### src/logic/xlb_pkg.sv
package xlb_pkg;
  localparam int LANES = 4;
  localparam int FIFO_DEPTH = 16;
  localparam int PTR_W = 4;
  localparam logic [7:0] K28_5 = 8'hbc;
  localparam logic [7:0] K28_3 = 8'h7c;
  localparam logic [2:0] SYNC_ACQ_COMMAS = 3'h3;
  localparam logic [2:0] BOND_COLUMNS = 3'h4;
  localparam logic [2:0] MISALIGN_LIMIT = 3'h4;
  localparam logic [3:0] REG_CTRL = 4'h0;
  localparam logic [3:0] REG_STATUS = 4'h1;
  localparam logic [3:0] REG_IRQ_STAT = 4'h2;
  localparam logic [3:0] REG_IRQ_MASK = 4'h3;
  localparam int CTRL_XAUI = 0;
  localparam int CTRL_GIGABIT_ETHERNET_MODE = 1;
  localparam int CTRL_PLOOP = 2;
  localparam int IRQ_BONDED = 0;
  localparam int IRQ_LOST = 1;
  localparam int IRQ_SYNC = 2;

  typedef struct packed {
    logic [7:0] data;
    logic is_k;
  } xlb_sym_type;

  typedef enum logic [1:0] {
    XLB_HUNT = 2'b00,
    XLB_ALIGN = 2'b01,
    XLB_BONDED = 2'b10
  } xlb_bond_state_type;
endpackage

### src/logic/xlb_deskew_mem.sv
`timescale 1ns/1ps
// Per-lane deskew storage; read data leaves through a register.
module xlb_deskew_mem #(
  parameter int DEPTH = 16,
  parameter int AW = 4
) (
  input wire logic sys_clk, // Clock.
  input wire logic wr_en, // Write strobe.
  input wire logic [AW-1:0] wr_addr, // Write address.
  input wire xlb_pkg::xlb_sym_type wr_data, // Write symbol.
  input wire logic [AW-1:0] rd_addr, // Read address.
  output xlb_pkg::xlb_sym_type rd_data // Registered read symbol.
);
  xlb_pkg::xlb_sym_type mem [DEPTH];

  always_ff @(posedge sys_clk) begin
    if (wr_en) begin
      mem[wr_addr] <= wr_data;
    end
  end

  always_ff @(posedge sys_clk) begin
    rd_data <= mem[rd_addr];
  end
endmodule

### src/logic/xlb_lane_bond.sv
`timescale 1ns/1ps
module xlb_lane_bond #(
  parameter int LANES = 4,
  parameter int DEPTH = 16
) (
  input wire logic sys_clk, // 200 MHz clock.
  input wire logic reset, // Synchronous reset.
  input wire logic [3:0] reg_addr, // Register address.
  input wire logic [31:0] reg_wdata, // Register write data.
  input wire logic reg_wr, // Register write strobe.
  input wire logic reg_rd, // Register read strobe.
  output logic [31:0] reg_rdata, // Read data, next cycle.
  output logic irq, // Level interrupt.
  input wire logic [LANES-1:0] rx_valid, // Decoded data valid per lane.
  input wire xlb_pkg::xlb_sym_type [LANES-1:0] rx_sym, // Decoded symbols.
  input wire xlb_pkg::xlb_sym_type [LANES-1:0] tx_sym, // Transmit symbols.
  input wire logic [LANES-1:0] serial_loopback_sel, // Reverse loopback.
  input wire logic rx_analog_reset, // Receiver analog reset request.
  output xlb_pkg::xlb_sym_type [LANES-1:0] out_sym, // Deskewed symbols.
  output logic out_valid, // Deskewed output valid.
  output logic [LANES-1:0] word_sync, // Comma sync per lane.
  output logic lanes_bonded, // All lanes bonded.
  output logic [LANES-1:0] rx_buffer_pd, // Receive buffer power-down.
  output logic [LANES-1:0] clock_recovery_unit_pd // Recovery unit power-down.
);
  localparam int AW = $clog2(DEPTH);

  logic [2:0] ctrl_ff;
  logic [2:0] irq_stat_ff;
  logic [2:0] irq_mask_ff;
  logic [2:0] nxt_irq_set;
  xlb_pkg::xlb_bond_state_type state_ff;
  xlb_pkg::xlb_bond_state_type nxt_state;
  logic [2:0] col_cnt_ff;
  logic [2:0] mis_cnt_ff;
  logic [LANES-1:0] rsl_s1_ff;
  logic [LANES-1:0] rsl_s2_ff;
  logic ara_s1_ff;
  logic ara_s2_ff;
  logic xaui_en;
  logic gigabit_ethernet_mode_en;
  logic ploop_en;
  logic [LANES-1:0] in_valid;
  xlb_pkg::xlb_sym_type [LANES-1:0] in_sym;
  logic [AW-1:0] wptr_ff [LANES];
  logic [AW-1:0] rptr_ff [LANES];
  logic [LANES-1:0] seen_a_ff;
  xlb_pkg::xlb_sym_type [LANES-1:0] mem_q;
  logic rd_run_ff;
  logic rd_q_valid_ff;
  logic [LANES-1:0] q_is_a;
  logic [LANES-1:0] in_is_a;
  logic all_a;
  logic any_a;
  logic sync_all_prev_ff;
  logic bonded_prev_ff;

  assign xaui_en = ctrl_ff[xlb_pkg::CTRL_XAUI];
  assign gigabit_ethernet_mode_en = ctrl_ff[xlb_pkg::CTRL_GIGABIT_ETHERNET_MODE];
  assign ploop_en = ctrl_ff[xlb_pkg::CTRL_PLOOP];

  // The loopback select and analog reset pins go through two flops before use; rx_valid and rx_sym do not.
  always_ff @(posedge sys_clk) begin
    if (reset) begin
      rsl_s1_ff <= '0;
      rsl_s2_ff <= '0;
      ara_s1_ff <= 1'b0;
      ara_s2_ff <= 1'b0;
    end else begin
      rsl_s1_ff <= serial_loopback_sel;
      rsl_s2_ff <= rsl_s1_ff;
      ara_s1_ff <= rx_analog_reset;
      ara_s2_ff <= ara_s1_ff;
    end
  end

  // Powering down the front end means nothing can loop back on that lane.
  always_ff @(posedge sys_clk) begin
    if (reset) begin
      rx_buffer_pd <= '0;
      clock_recovery_unit_pd <= '0;
    end else begin
      rx_buffer_pd <= rsl_s2_ff & {LANES{ara_s2_ff}};
      clock_recovery_unit_pd <= rsl_s2_ff & {LANES{ara_s2_ff}};
    end
  end

  // Transmit symbols are muxed in combinationally, so no retiming is added.
  always_comb begin
    for (int i = 0; i < LANES; i++) begin
      in_sym[i] = ploop_en ? tx_sym[i] : rx_sym[i];
      in_valid[i] = ploop_en ? 1'b1 : rx_valid[i];
      in_is_a[i] = in_valid[i] & in_sym[i].is_k &
        (in_sym[i].data == xlb_pkg::K28_3);
    end
  end

  genvar g;
  generate
    for (g = 0; g < LANES; g++) begin : g_lane
      logic [2:0] comma_cnt_ff;
      logic comma_hit;
      assign comma_hit = in_valid[g] & in_sym[g].is_k &
        (in_sym[g].data == xlb_pkg::K28_5);

      // Sync is declared after three commas and lost on an invalid symbol.
      always_ff @(posedge sys_clk) begin
        if (reset || !(xaui_en || gigabit_ethernet_mode_en)) begin
          comma_cnt_ff <= '0;
          word_sync[g] <= 1'b0;
        end else if (!in_valid[g]) begin
          comma_cnt_ff <= '0;
          word_sync[g] <= 1'b0;
        end else if (comma_hit && !word_sync[g]) begin
          if (comma_cnt_ff == xlb_pkg::SYNC_ACQ_COMMAS - 3'h1) begin
            word_sync[g] <= 1'b1;
          end
          comma_cnt_ff <= comma_cnt_ff + 3'h1;
        end
      end

      always_ff @(posedge sys_clk) begin
        if (reset || state_ff == xlb_pkg::XLB_HUNT) begin
          wptr_ff[g] <= '0;
          seen_a_ff[g] <= 1'b0;
        end else if (in_valid[g]) begin
          wptr_ff[g] <= wptr_ff[g] + 1'b1;
          if (in_is_a[g] && !seen_a_ff[g] && !rd_run_ff) begin
            seen_a_ff[g] <= 1'b1;
          end
        end
      end

      // Read point holds at the lane's first /A/ until every lane has one.
      always_ff @(posedge sys_clk) begin
        if (reset || state_ff == xlb_pkg::XLB_HUNT) begin
          rptr_ff[g] <= '0;
        end else if (!rd_run_ff) begin
          if (in_valid[g] && in_is_a[g] && !seen_a_ff[g]) begin
            rptr_ff[g] <= wptr_ff[g];
          end
        end else begin
          rptr_ff[g] <= rptr_ff[g] + 1'b1;
        end
      end

      xlb_deskew_mem #(
        .DEPTH(DEPTH),
        .AW(AW)
      ) u_mem (
        .sys_clk(sys_clk),
        .wr_en(in_valid[g] && state_ff != xlb_pkg::XLB_HUNT),
        .wr_addr(wptr_ff[g]),
        .wr_data(in_sym[g]),
        .rd_addr(rptr_ff[g]),
        .rd_data(mem_q[g])
      );

      assign q_is_a[g] = mem_q[g].is_k &
        (mem_q[g].data == xlb_pkg::K28_3);
    end
  endgenerate

  assign all_a = rd_q_valid_ff & (&q_is_a);
  assign any_a = rd_q_valid_ff & (|q_is_a);

  // Reading starts once every lane holds its /A/ at the read point.
  always_ff @(posedge sys_clk) begin
    if (reset || state_ff == xlb_pkg::XLB_HUNT) begin
      rd_run_ff <= 1'b0;
      rd_q_valid_ff <= 1'b0;
    end else begin
      if (&seen_a_ff) begin
        rd_run_ff <= 1'b1;
      end
      rd_q_valid_ff <= rd_run_ff;
    end
  end

  always_comb begin
    nxt_state = state_ff;
    case (state_ff)
      xlb_pkg::XLB_HUNT: begin
        if (xaui_en && (&word_sync)) begin
          nxt_state = xlb_pkg::XLB_ALIGN;
        end
      end
      xlb_pkg::XLB_ALIGN: begin
        if (all_a && col_cnt_ff == xlb_pkg::BOND_COLUMNS - 3'h1) begin
          nxt_state = xlb_pkg::XLB_BONDED;
        end
      end
      xlb_pkg::XLB_BONDED: begin
        if (any_a && !all_a &&
            mis_cnt_ff == xlb_pkg::MISALIGN_LIMIT - 3'h1) begin
          nxt_state = xlb_pkg::XLB_HUNT;
        end
      end
      default: nxt_state = xlb_pkg::XLB_HUNT;
    endcase
    if (!xaui_en || !(&word_sync)) begin
      nxt_state = xlb_pkg::XLB_HUNT;
    end
  end

  always_ff @(posedge sys_clk) begin
    if (reset) begin
      state_ff <= xlb_pkg::XLB_HUNT;
    end else begin
      state_ff <= nxt_state;
    end
  end

  // A misaligned column in the aligning phase is ignored; only aligned columns advance col_cnt_ff.
  always_ff @(posedge sys_clk) begin
    if (reset || state_ff != xlb_pkg::XLB_ALIGN) begin
      col_cnt_ff <= '0;
    end else if (all_a) begin
      col_cnt_ff <= col_cnt_ff + 3'h1;
    end
  end

  always_ff @(posedge sys_clk) begin
    if (reset || state_ff != xlb_pkg::XLB_BONDED) begin
      mis_cnt_ff <= '0;
    end else if (all_a) begin
      mis_cnt_ff <= '0;
    end else if (any_a) begin
      mis_cnt_ff <= mis_cnt_ff + 3'h1;
    end
  end

  assign lanes_bonded = (state_ff == xlb_pkg::XLB_BONDED);

  always_ff @(posedge sys_clk) begin
    if (reset) begin
      out_sym <= '0;
      out_valid <= 1'b0;
    end else begin
      out_valid <= xaui_en ? rd_q_valid_ff : (&in_valid);
      for (int i = 0; i < LANES; i++) begin
        out_sym[i] <= xaui_en ? mem_q[i] : in_sym[i];
      end
    end
  end

  always_ff @(posedge sys_clk) begin
    if (reset) begin
      bonded_prev_ff <= 1'b0;
      sync_all_prev_ff <= 1'b0;
    end else begin
      bonded_prev_ff <= lanes_bonded;
      sync_all_prev_ff <= &word_sync;
    end
  end

  always_comb begin
    nxt_irq_set = '0;
    nxt_irq_set[xlb_pkg::IRQ_BONDED] = lanes_bonded & ~bonded_prev_ff;
    nxt_irq_set[xlb_pkg::IRQ_LOST] = ~lanes_bonded & bonded_prev_ff;
    nxt_irq_set[xlb_pkg::IRQ_SYNC] = (&word_sync) & ~sync_all_prev_ff;
  end

  // Loopback choice is latched only while no mode is running.
  always_ff @(posedge sys_clk) begin
    if (reset) begin
      ctrl_ff <= '0;
    end else if (reg_wr && reg_addr == xlb_pkg::REG_CTRL) begin
      ctrl_ff[xlb_pkg::CTRL_XAUI] <= reg_wdata[xlb_pkg::CTRL_XAUI];
      ctrl_ff[xlb_pkg::CTRL_GIGABIT_ETHERNET_MODE] <= reg_wdata[xlb_pkg::CTRL_GIGABIT_ETHERNET_MODE];
      if (!xaui_en && !gigabit_ethernet_mode_en) begin
        ctrl_ff[xlb_pkg::CTRL_PLOOP] <= reg_wdata[xlb_pkg::CTRL_PLOOP];
      end
    end
  end

  always_ff @(posedge sys_clk) begin
    if (reset) begin
      irq_mask_ff <= '0;
    end else if (reg_wr && reg_addr == xlb_pkg::REG_IRQ_MASK) begin
      irq_mask_ff <= reg_wdata[2:0];
    end
  end

  // A new event wins over a same-cycle write-one clear.
  always_ff @(posedge sys_clk) begin
    if (reset) begin
      irq_stat_ff <= '0;
    end else if (reg_wr && reg_addr == xlb_pkg::REG_IRQ_STAT) begin
      irq_stat_ff <= (irq_stat_ff & ~reg_wdata[2:0]) | nxt_irq_set;
    end else begin
      irq_stat_ff <= irq_stat_ff | nxt_irq_set;
    end
  end

  assign irq = |(irq_stat_ff & irq_mask_ff);

  always_ff @(posedge sys_clk) begin
    if (reset) begin
      reg_rdata <= '0;
    end else if (reg_rd) begin
      case (reg_addr)
        xlb_pkg::REG_CTRL: reg_rdata <= {29'h0, ctrl_ff};
        xlb_pkg::REG_STATUS: reg_rdata <= {23'h0, rx_buffer_pd, word_sync,
          lanes_bonded};
        xlb_pkg::REG_IRQ_STAT: reg_rdata <= {29'h0, irq_stat_ff};
        xlb_pkg::REG_IRQ_MASK: reg_rdata <= {29'h0, irq_mask_ff};
        default: reg_rdata <= '0;
      endcase
    end else begin
      reg_rdata <= '0;
    end
  end

  a_bond_flag_reset: assert property (@(posedge sys_clk)
    reset |=> !lanes_bonded)
    else $error("bonded flag high after reset");

  a_bond_xaui_only: assert property (@(posedge sys_clk)
    disable iff (reset) lanes_bonded |-> $past(xaui_en))
    else $error("bonded outside xaui mode");

  a_bond_needs_cols: assert property (@(posedge sys_clk)
    disable iff (reset)
    $rose(lanes_bonded) |-> $past(all_a) && $past(col_cnt_ff) == 3'h3)
    else $error("bonded without four aligned columns");

  a_bond_lost_mis: assert property (@(posedge sys_clk)
    disable iff (reset)
    (lanes_bonded && any_a && !all_a && mis_cnt_ff == 3'h3 &&
     xaui_en && (&word_sync)) |=> !lanes_bonded)
    else $error("flag kept after four misaligned columns");

  a_bond_restart: assert property (@(posedge sys_clk)
    disable iff (reset) $fell(lanes_bonded) |->
      state_ff == xlb_pkg::XLB_HUNT ##1 !rd_run_ff)
    else $error("alignment not restarted");

  a_ploop_route: assert property (@(posedge sys_clk) disable iff (reset)
    (ploop_en && !xaui_en) |=> out_sym == $past(tx_sym) && out_valid)
    else $error("loopback path not digital transmit data");

  a_ploop_static: assert property (@(posedge sys_clk)
    disable iff (reset) (xaui_en || gigabit_ethernet_mode_en) |=> $stable(ploop_en))
    else $error("loopback changed during operation");

  a_pd_follow: assert property (@(posedge sys_clk) disable iff (reset)
    (ara_s2_ff && rsl_s2_ff[0]) |=> rx_buffer_pd[0] &&
      clock_recovery_unit_pd[0])
    else $error("front end not powered down");

  a_sync_needs_mode: assert property (@(posedge sys_clk)
    disable iff (reset)
    !(xaui_en || gigabit_ethernet_mode_en) |=> word_sync == '0)
    else $error("word sync without mode");
endmodule

### config.mk
export PLATFORM = sky130hd
export DESIGN_NAME = xlb_lane_bond
export DESIGN_NICKNAME = d
export VERILOG_FILES = /design/src/logic/xlb_pkg.sv /design/src/logic/xlb_deskew_mem.sv /design/src/logic/xlb_lane_bond.sv
export SDC_FILE = /design/constraint.sdc
export NUM_CORES = 1
export LEC_CHECK = 0
export BUFFER_PORTS_ARGS = -buffer_cell sky130_fd_sc_hd__buf_2
export CELL_PAD_IN_SITES_DETAIL_PLACEMENT = 1
export CELL_PAD_IN_SITES_GLOBAL_PLACEMENT = 1
export CORE_MARGIN = 2
export CORE_UTILIZATION = 52
export CTS_CLUSTER_SIZE = 25
export DETAILED_ROUTE_END_ITERATION = 8
export PLACE_DENSITY_LB_ADDON = 0.12
export RECOVER_POWER = 50
export SYNTH_ARGS = -nofsm -noshare
export SYNTH_HDL_FRONTEND = slang
export SYNTH_SLANG_ARGS = --single-unit
### constraint.sdc
create_clock -name sys_clk -period 2.64 [get_ports sys_clk]
set_clock_uncertainty 0.2 [all_clocks]
set_input_delay 0.528 -clock sys_clk [delete_from_list [all_inputs] [get_ports sys_clk]]
set_output_delay 0.528 -clock sys_clk [all_outputs]
set_load 0.005 [all_outputs]
==> qor.txt, run 1 <==
Final Hold Vio Count - 0
Power Density - 711 nW/um^2
Setup-failing EPs final - 0
Synth cell types - 65
Slew headroom - 33.3%
Vias per inst - 5.70
WHS - 0.0501 ns
Power Total - 0.0242 W
CP Data Required Time - 2.73 ns
Clock-pin slew on the worst setup and hold paths - 0.07 ns
Placer Congestion - 0.794
DP Wirelength - 45.2 mm
YS warnings - 0
WL/cell - 24.8 um
Initial Util - 52.4%
Most frequent cells in the layout - 608 x edfxtp_1, 180 x mux4_2, 159 x nor2_1
Commonest non-fill, non-tap cell in the layout - edfxtp_1
Vias in the first global route - 16,700
CTS tree - done
Hold Crit Class - in2reg
Site row count - 87
Max Fanout on Critical Path - 32
CP Capture Type - flop
DRC viols - 0
CTS Buf Count - 77
Max_cap viols - 0
Ant diodes - 0
Reg2reg end - rptr_ff[2][2]$_SDFFCE_PN0P_
Area occupied by multi-input gates - 7780 sq um
Top_reg_cell synth - edfxtp_1
IR drop worst, VDD - 0.599 mV
DRT iter0 DRCs - 1,095
Area growth, synth to finish - 16.1%
Clock tree buffer depth - 3
Fin crit share - 93.9%
Crit path to - rptr_ff[2][2]$_SDFFCE_PN0P_
Status - completed
Vias - 15,500
H-tree levels - 3
R2R Setup Slk - 0.16 ns
Least-Margin Pin Slew - 0.988 ns
Initial antenna violation count - 2
RSZ-0062 raised after global routing - no
Die W - 242 um
Net total in the final layout - 2,054
Sequential cell area - 21,000 sq um
Critical path start-end classification - reg2reg
Post-synth ARST share - 0%
Yosys reg bits - 745
Buffers on Ports - 151
Max incr delay on CP - 0.69 ns
Post-CTS Setup Inserts - 0
CTS sink count - 745
1st-pass router iterations - 6
Die Y - 242 um
Slew Viols, Final - 0
Clock Tree Root - clkbuf_16
Total Routing Usage GR - 23.8%
Ports - 204
Final WL - 67.5 mm
Pleak - 11.3 nW
Worst Setup Start Kind - flop
Register area share after synthesis - 71.5%
Arr. time, crit path - 2.57 ns
Worst-path cell chain - buf_4, nand4_1, o21a_1, a211oi_2, nand2b_1
Worst path slowest cell - dfxtp_4
TNS Setup - 0 ns
Core Footprint - 56,100 sq um
Routed Antenna Nets - 0
Die ar. - 58,400 sq um
R2r startpoint - ctrl_ff[2]$_SDFFE_PP0P_
EDFF count, synth - 608
Fmax - 403 MHz
Worst setup path start - ctrl_ff[2]$_SDFFE_PP0P_
Clk_lat worst skew - 0.60 ns
Final min period - 2.48 ns
FF-to-FF path depth - 5
Avg Cell Area, Syn - 17.9 sq um
Post-Syn Area - 29,400 sq um
Final WS setup - 0.161 ns
# fillers - 5,006
First-pass GRT wire length - 104 mm
GRT overflow - 0
Post-Place Setup Slack - 0.0976 ns
Share of cells above drive strength 1 - 27.5%
Cell count after synthesis - 1,637
Largest net degree at the start of global routing - 40
## per-stage QoR
stage	util (%)	cell area [sq um]	std cells
after floorplan	-	29400	1659
after global placement	56.2	31500	2571
after detailed placement	56.2	31500	2571
after CTS	61.0	34200	2718
after global routing	60.8	34100	2718
final	60.8	34100	2718
## power by group
part           switching [W]  internal (W)
logic               0.000335      0.000142
clock network        0.00432       0.00669
registers          0.0000148        0.0127
total                0.00467        0.0196
## registers in the layout (all words and copies together) (netlist names), 9 cells and up
signal                flops
g_lane.u_mem.mem        576
g_lane.u_mem.rd_data     36
out_sym                  36
rptr_ff                  16
wptr_ff                  16
g_lane.comma_cnt_ff      12
reg_rdata                 9
## cell families (layout without fill, tap and decap cells)
family | after synthesis | in the layout | synth area share, %
flops | 745 | 745 | 71.5
simple gates | 390 | 390 | 6.53
mux | 226 | 226 | 15.6
buf+inv | 138 | 441 | 2.24
compound gates | 83 | 83 | 2.08
fa+ha+maj | 32 | 32 | 1.36
xor+xnor | 22 | 22 | 0.656
other cells | 1 | 23 | 0.0128
## layer usage
layer  up-vias  GRT usage (%)  routed length (um)
met5         -              0                  12
met4         2           6.96                1700
met3       112           4.56                3620
met2       438           37.9               32700
met1      8072           33.7               29500
li1       6878              -                   -
## what timing repair did
action / in CTS / in global routing
endpoints found under the hold margin: 7 / 0
hold buffers: 7 / 0
endpoints found under the setup margin: 0 / 17
resized for setup: 0 / 3
## how the worst min path moves through the flow
stage | from | end | cells after the start
final | reg_wdata[0] | irq_mask_ff[0]$_SDFFE_PP0P_ | 3
after global placement | sync_all_prev_ff$_SDFF_PP0_ | irq_stat_ff[2]$_SDFF_PP0_ | 1
after CTS | reg_wdata[0] | irq_mask_ff[0]$_SDFFE_PP0P_ | 3
after global routing | reg_wdata[0] | irq_mask_ff[0]$_SDFFE_PP0P_ | 3
after floorplan | sync_all_prev_ff$_SDFF_PP0_ | irq_stat_ff[2]$_SDFF_PP0_ | 1
after detailed placement | sync_all_prev_ff$_SDFF_PP0_ | irq_stat_ff[2]$_SDFF_PP0_ | 1
## layout make-up
type | count | area share [%]
Sequential cell | 745 | 61.6
Inverter | 38 | 0.419
Timing Repair Buffer | 263 | 4.72
Multi-Input combinational cell | 776 | 22.8
Tap cell | 756 | 2.78
Clock inverter | 32 | 1.04
Clock buffer | 108 | 6.58
## synth_stat cells (3+ instances only)
| master | n | area (sq um) |
|---|---|---|
| edfxtp_1 | 608 | 18300 |
| mux4_2 | 180 | 4050 |
| nor2_1 | 161 | 604 |
| dfxtp_1 | 137 | 2740 |
| nand2_1 | 55 | 206 |
| nor3_1 | 43 | 215 |
| clkbuf_1 | 38 | 143 |
| inv_1 | 37 | 139 |
| nor2b_1 | 36 | 225 |
| ha_1 | 32 | 400 |
| buf_4 | 28 | 210 |
| a21oi_1 | 27 | 135 |
| mux2_2 | 24 | 270 |
| nand3_1 | 24 | 120 |
| buf_1 | 16 | 60.1 |
| buf_2 | 16 | 80.1 |
| mux2i_1 | 16 | 160 |
| xnor2_1 | 13 | 114 |
| nand2b_1 | 12 | 75.1 |
| and2_1 | 11 | 68.8 |
| a211oi_1 | 10 | 75.1 |
| xor2_1 | 9 | 78.8 |
| nand4_1 | 8 | 50.1 |
| o21ai_0 | 8 | 40.0 |
| or3_1 | 8 | 50.1 |
| a22o_1 | 6 | 52.6 |
| o22ai_1 | 5 | 31.3 |
| mux2_4 | 4 | 60.1 |
| nor3_2 | 3 | 30.0 |
| nor3b_1 | 3 | 22.5 |
| nor4_1 | 3 | 18.8 |
| or2_2 | 3 | 18.8 |
| or4b_1 | 3 | 30.0 |
## critical path: cells and delay by family (launching register included)
kind | cells | cell delay [ns]
AND/OR/NAND/NOR | 2 | 0.36
flip-flops | 1 | 0.69
AO/OA/AOI/OAI | 2 | 0.63
buffers and inverters | 1 | 0.28
(Power assumes the default switching activity.)
==> run 2: changes to the inputs <==
PLACE_DENSITY_LB_ADDON = 0.3   (was 0.12)
==> qor.txt, run 2 (synthesis results as in run 1) <==
Vias per inst - 5.76 (+1.1%)
Ant diodes - 0 (unchanged)
DP Wirelength - 45.3 mm (+0.13%)
Initial antenna violation count - 0 (-2)
Setup-failing EPs final - 0 (unchanged)
Total Routing Usage GR - 24.0% (+0.29 points)
Net total in the final layout - 2,049 (-0.24%)
Site row count - 87 (unchanged)
Hold Crit Class - in2reg
1st-pass router iterations - 5 (-1)
CTS sink count - 745 (unchanged)
Top flop regs - g_lane.u_mem.mem: 576 flops, g_lane.u_mem.rd_data: 36 flops, out_sym: 36 flops
Worst Setup Start Kind - flop
Clock-pin slew on the worst setup and hold paths - 0.06 ns (about the same)
Slew headroom - 20.7% (-13 points)
Buffers on Ports - 151 (unchanged)
Placed Area - 31,500 sq um (-0.13%)
Most frequent cells in the layout - 608 x edfxtp_1, 180 x mux4_2, 161 x nor2_1
Worst hold endpoint - irq_mask_ff[1]$_SDFFE_PP0P_
Final Hold Vio Count - 0 (unchanged)
Status - completed
Commonest non-fill, non-tap cell in the layout - edfxtp_1
WL/cell - 25.5 um (+2.6%)
R2R Setup Slk - 0.13 ns (-0.03 ns)
Vias in the first global route - 16,900 (+1.3%)
Die Y - 242 um (unchanged)
TNS Setup - 0 ns (unchanged)
Area growth, synth to finish - 15.5%
Finished Cell Area - 33,900 sq um (-0.53%)
DRT iter0 DRCs - 1,286 (+17%)
Clk_lat worst skew - 0.63 ns (+0.03 ns)
Critical path start-end classification - reg2reg
Pleak - 11.1 nW (-1.2%)
Arr. time, crit path - 2.60 ns (+0.03 ns)
Max Fanout on Critical Path - 14 (-56%)
Initial Util - 52.4% (unchanged)
Hold path startpoint - reg_wdata[1]
Die W - 242 um (unchanged)
CTS tree - done
R2r startpoint - ctrl_ff[2]$_SDFFE_PP0P_
Power Total - 0.0237 W (-2.0%)
Fmax - 399 MHz (-1.1%)
Ports - 204 (unchanged)
Final min period - 2.51 ns (+0.0273 ns)
Power Density - 701 nW/um^2 (-1.5%)
CTS Buf Count - 75 (-2.6%)
First-pass GRT wire length - 106 mm (+1.5%)
WHS Path Cells - 3 (unchanged)
Max FFs per register - 576 (unchanged)
Clock Tree Root - clkbuf_16
FF-to-FF path depth - 6 (+1)
Placer Congestion - 0.778 (-2.0%)
CP Data Required Time - 2.73 ns (about the same)
Routed Antenna Nets - 0 (unchanged)
Final WL - 69.1 mm (+2.4%)
Largest net degree at the start of global routing - 51 (+28%)
H-tree levels - 3 (unchanged)
Core Footprint - 56,100 sq um (unchanged)
Share of cells above drive strength 1 - 26.4% (-1.2 points)
GRT overflow - 0 (unchanged)
Final WS setup - 0.134 ns (-0.0273 ns)
WHS - 0.0327 ns (-0.0175 ns)
Fin crit share - 94.9% (+1.0 points)
Die ar. - 58,400 sq um (unchanged)
DRC viols - 0 (unchanged)
Vias - 15,600 (+0.89%)
Clock tree buffer depth - 3 (unchanged)
CP Capture Type - flop
Max_cap viols - 0 (unchanged)
Reg2reg end - rptr_ff[3][1]$_DFFE_PP_
Post-Place Setup Slack - 0.111 ns (+0.0133 ns)
IR drop worst, VDD - 0.563 mV (-5.9%)
Biggest register - g_lane.u_mem.mem
Slew Viols, Final - 0 (unchanged)
Least-Margin Pin Slew - 1.19 ns (+0.201 ns)
[run 2: where the power goes]
group | switching [W] | internal [W]
Sequential | 0.0000151 | 0.0127
Combinational | 0.000340 | 0.000138
Clock | 0.00442 | 0.00610
Total | 0.00478 | 0.0190
[run 2: cell type report]
cell class | instances | area (sq um)
flip-flops and latches | 745 | 21000
clock inverters | 42 | 350
clock buffers | 96 | 2090
multi-input cells | 776 | 7780
inverters | 38 | 143
well taps | 756 | 946
fillers | 5034 | 22200
repair buffers | 260 | 1580
[run 2: what timing repair did]
item                                    4_1_cts  5_1_grt
hold buffers                                  6        0
resized for setup                             0        2
endpoints found under the setup margin        0       10
endpoints found under the hold margin         7        0
buffers inserted                              0        2
[run 2: metrics by stage]
stage | util [%] | cells
CTS | 60.6 | 2711
finish | 60.5 | 2713
floorplan | - | 1659
detailed placement | 56.2 | 2567
global placement | 56.2 | 2567
global route | 60.5 | 2713
[run 2: worst max path at each step]
| stage | start | endpoint | slack, ns | depth (start not counted) |
|---|---|---|---|---|
| floorplan | ctrl_ff[2]$_SDFFE_PP0P_ | g_lane[0].u_mem.mem[3][0]$_DFFE_PP_ | 0.24 | 7 |
| global placement | ctrl_ff[2]$_SDFFE_PP0P_ | rptr_ff[2][3]$_SDFFCE_PN0P_ | 0.19 | 5 |
| detailed placement | ctrl_ff[2]$_SDFFE_PP0P_ | rptr_ff[0][3]$_DFFE_PP_ | 0.11 | 6 |
| CTS | ctrl_ff[2]$_SDFFE_PP0P_ | rptr_ff[3][1]$_DFFE_PP_ | 0.07 | 5 |
| global route | ctrl_ff[2]$_SDFFE_PP0P_ | rptr_ff[3][1]$_DFFE_PP_ | -0.05 | 6 |
| finish | ctrl_ff[2]$_SDFFE_PP0P_ | rptr_ff[3][1]$_DFFE_PP_ | 0.13 | 6 |
[run 2: critical path, stage by stage, from the launching register on]
cell	delay, ns
dfxtp_4	0.46
buf_4	0.24
nor4b_1	0.39
nand2_1	0.11
buf_4	0.19
a211oi_2	0.32
nand2b_1	0.26
[run 2: routing by layer]
layer	wire length, um	global-route usage (%)
met1	28300	32.2
met2	34900	40.3
met3	4400	4.24
met4	1600	7.73
met5	0	0
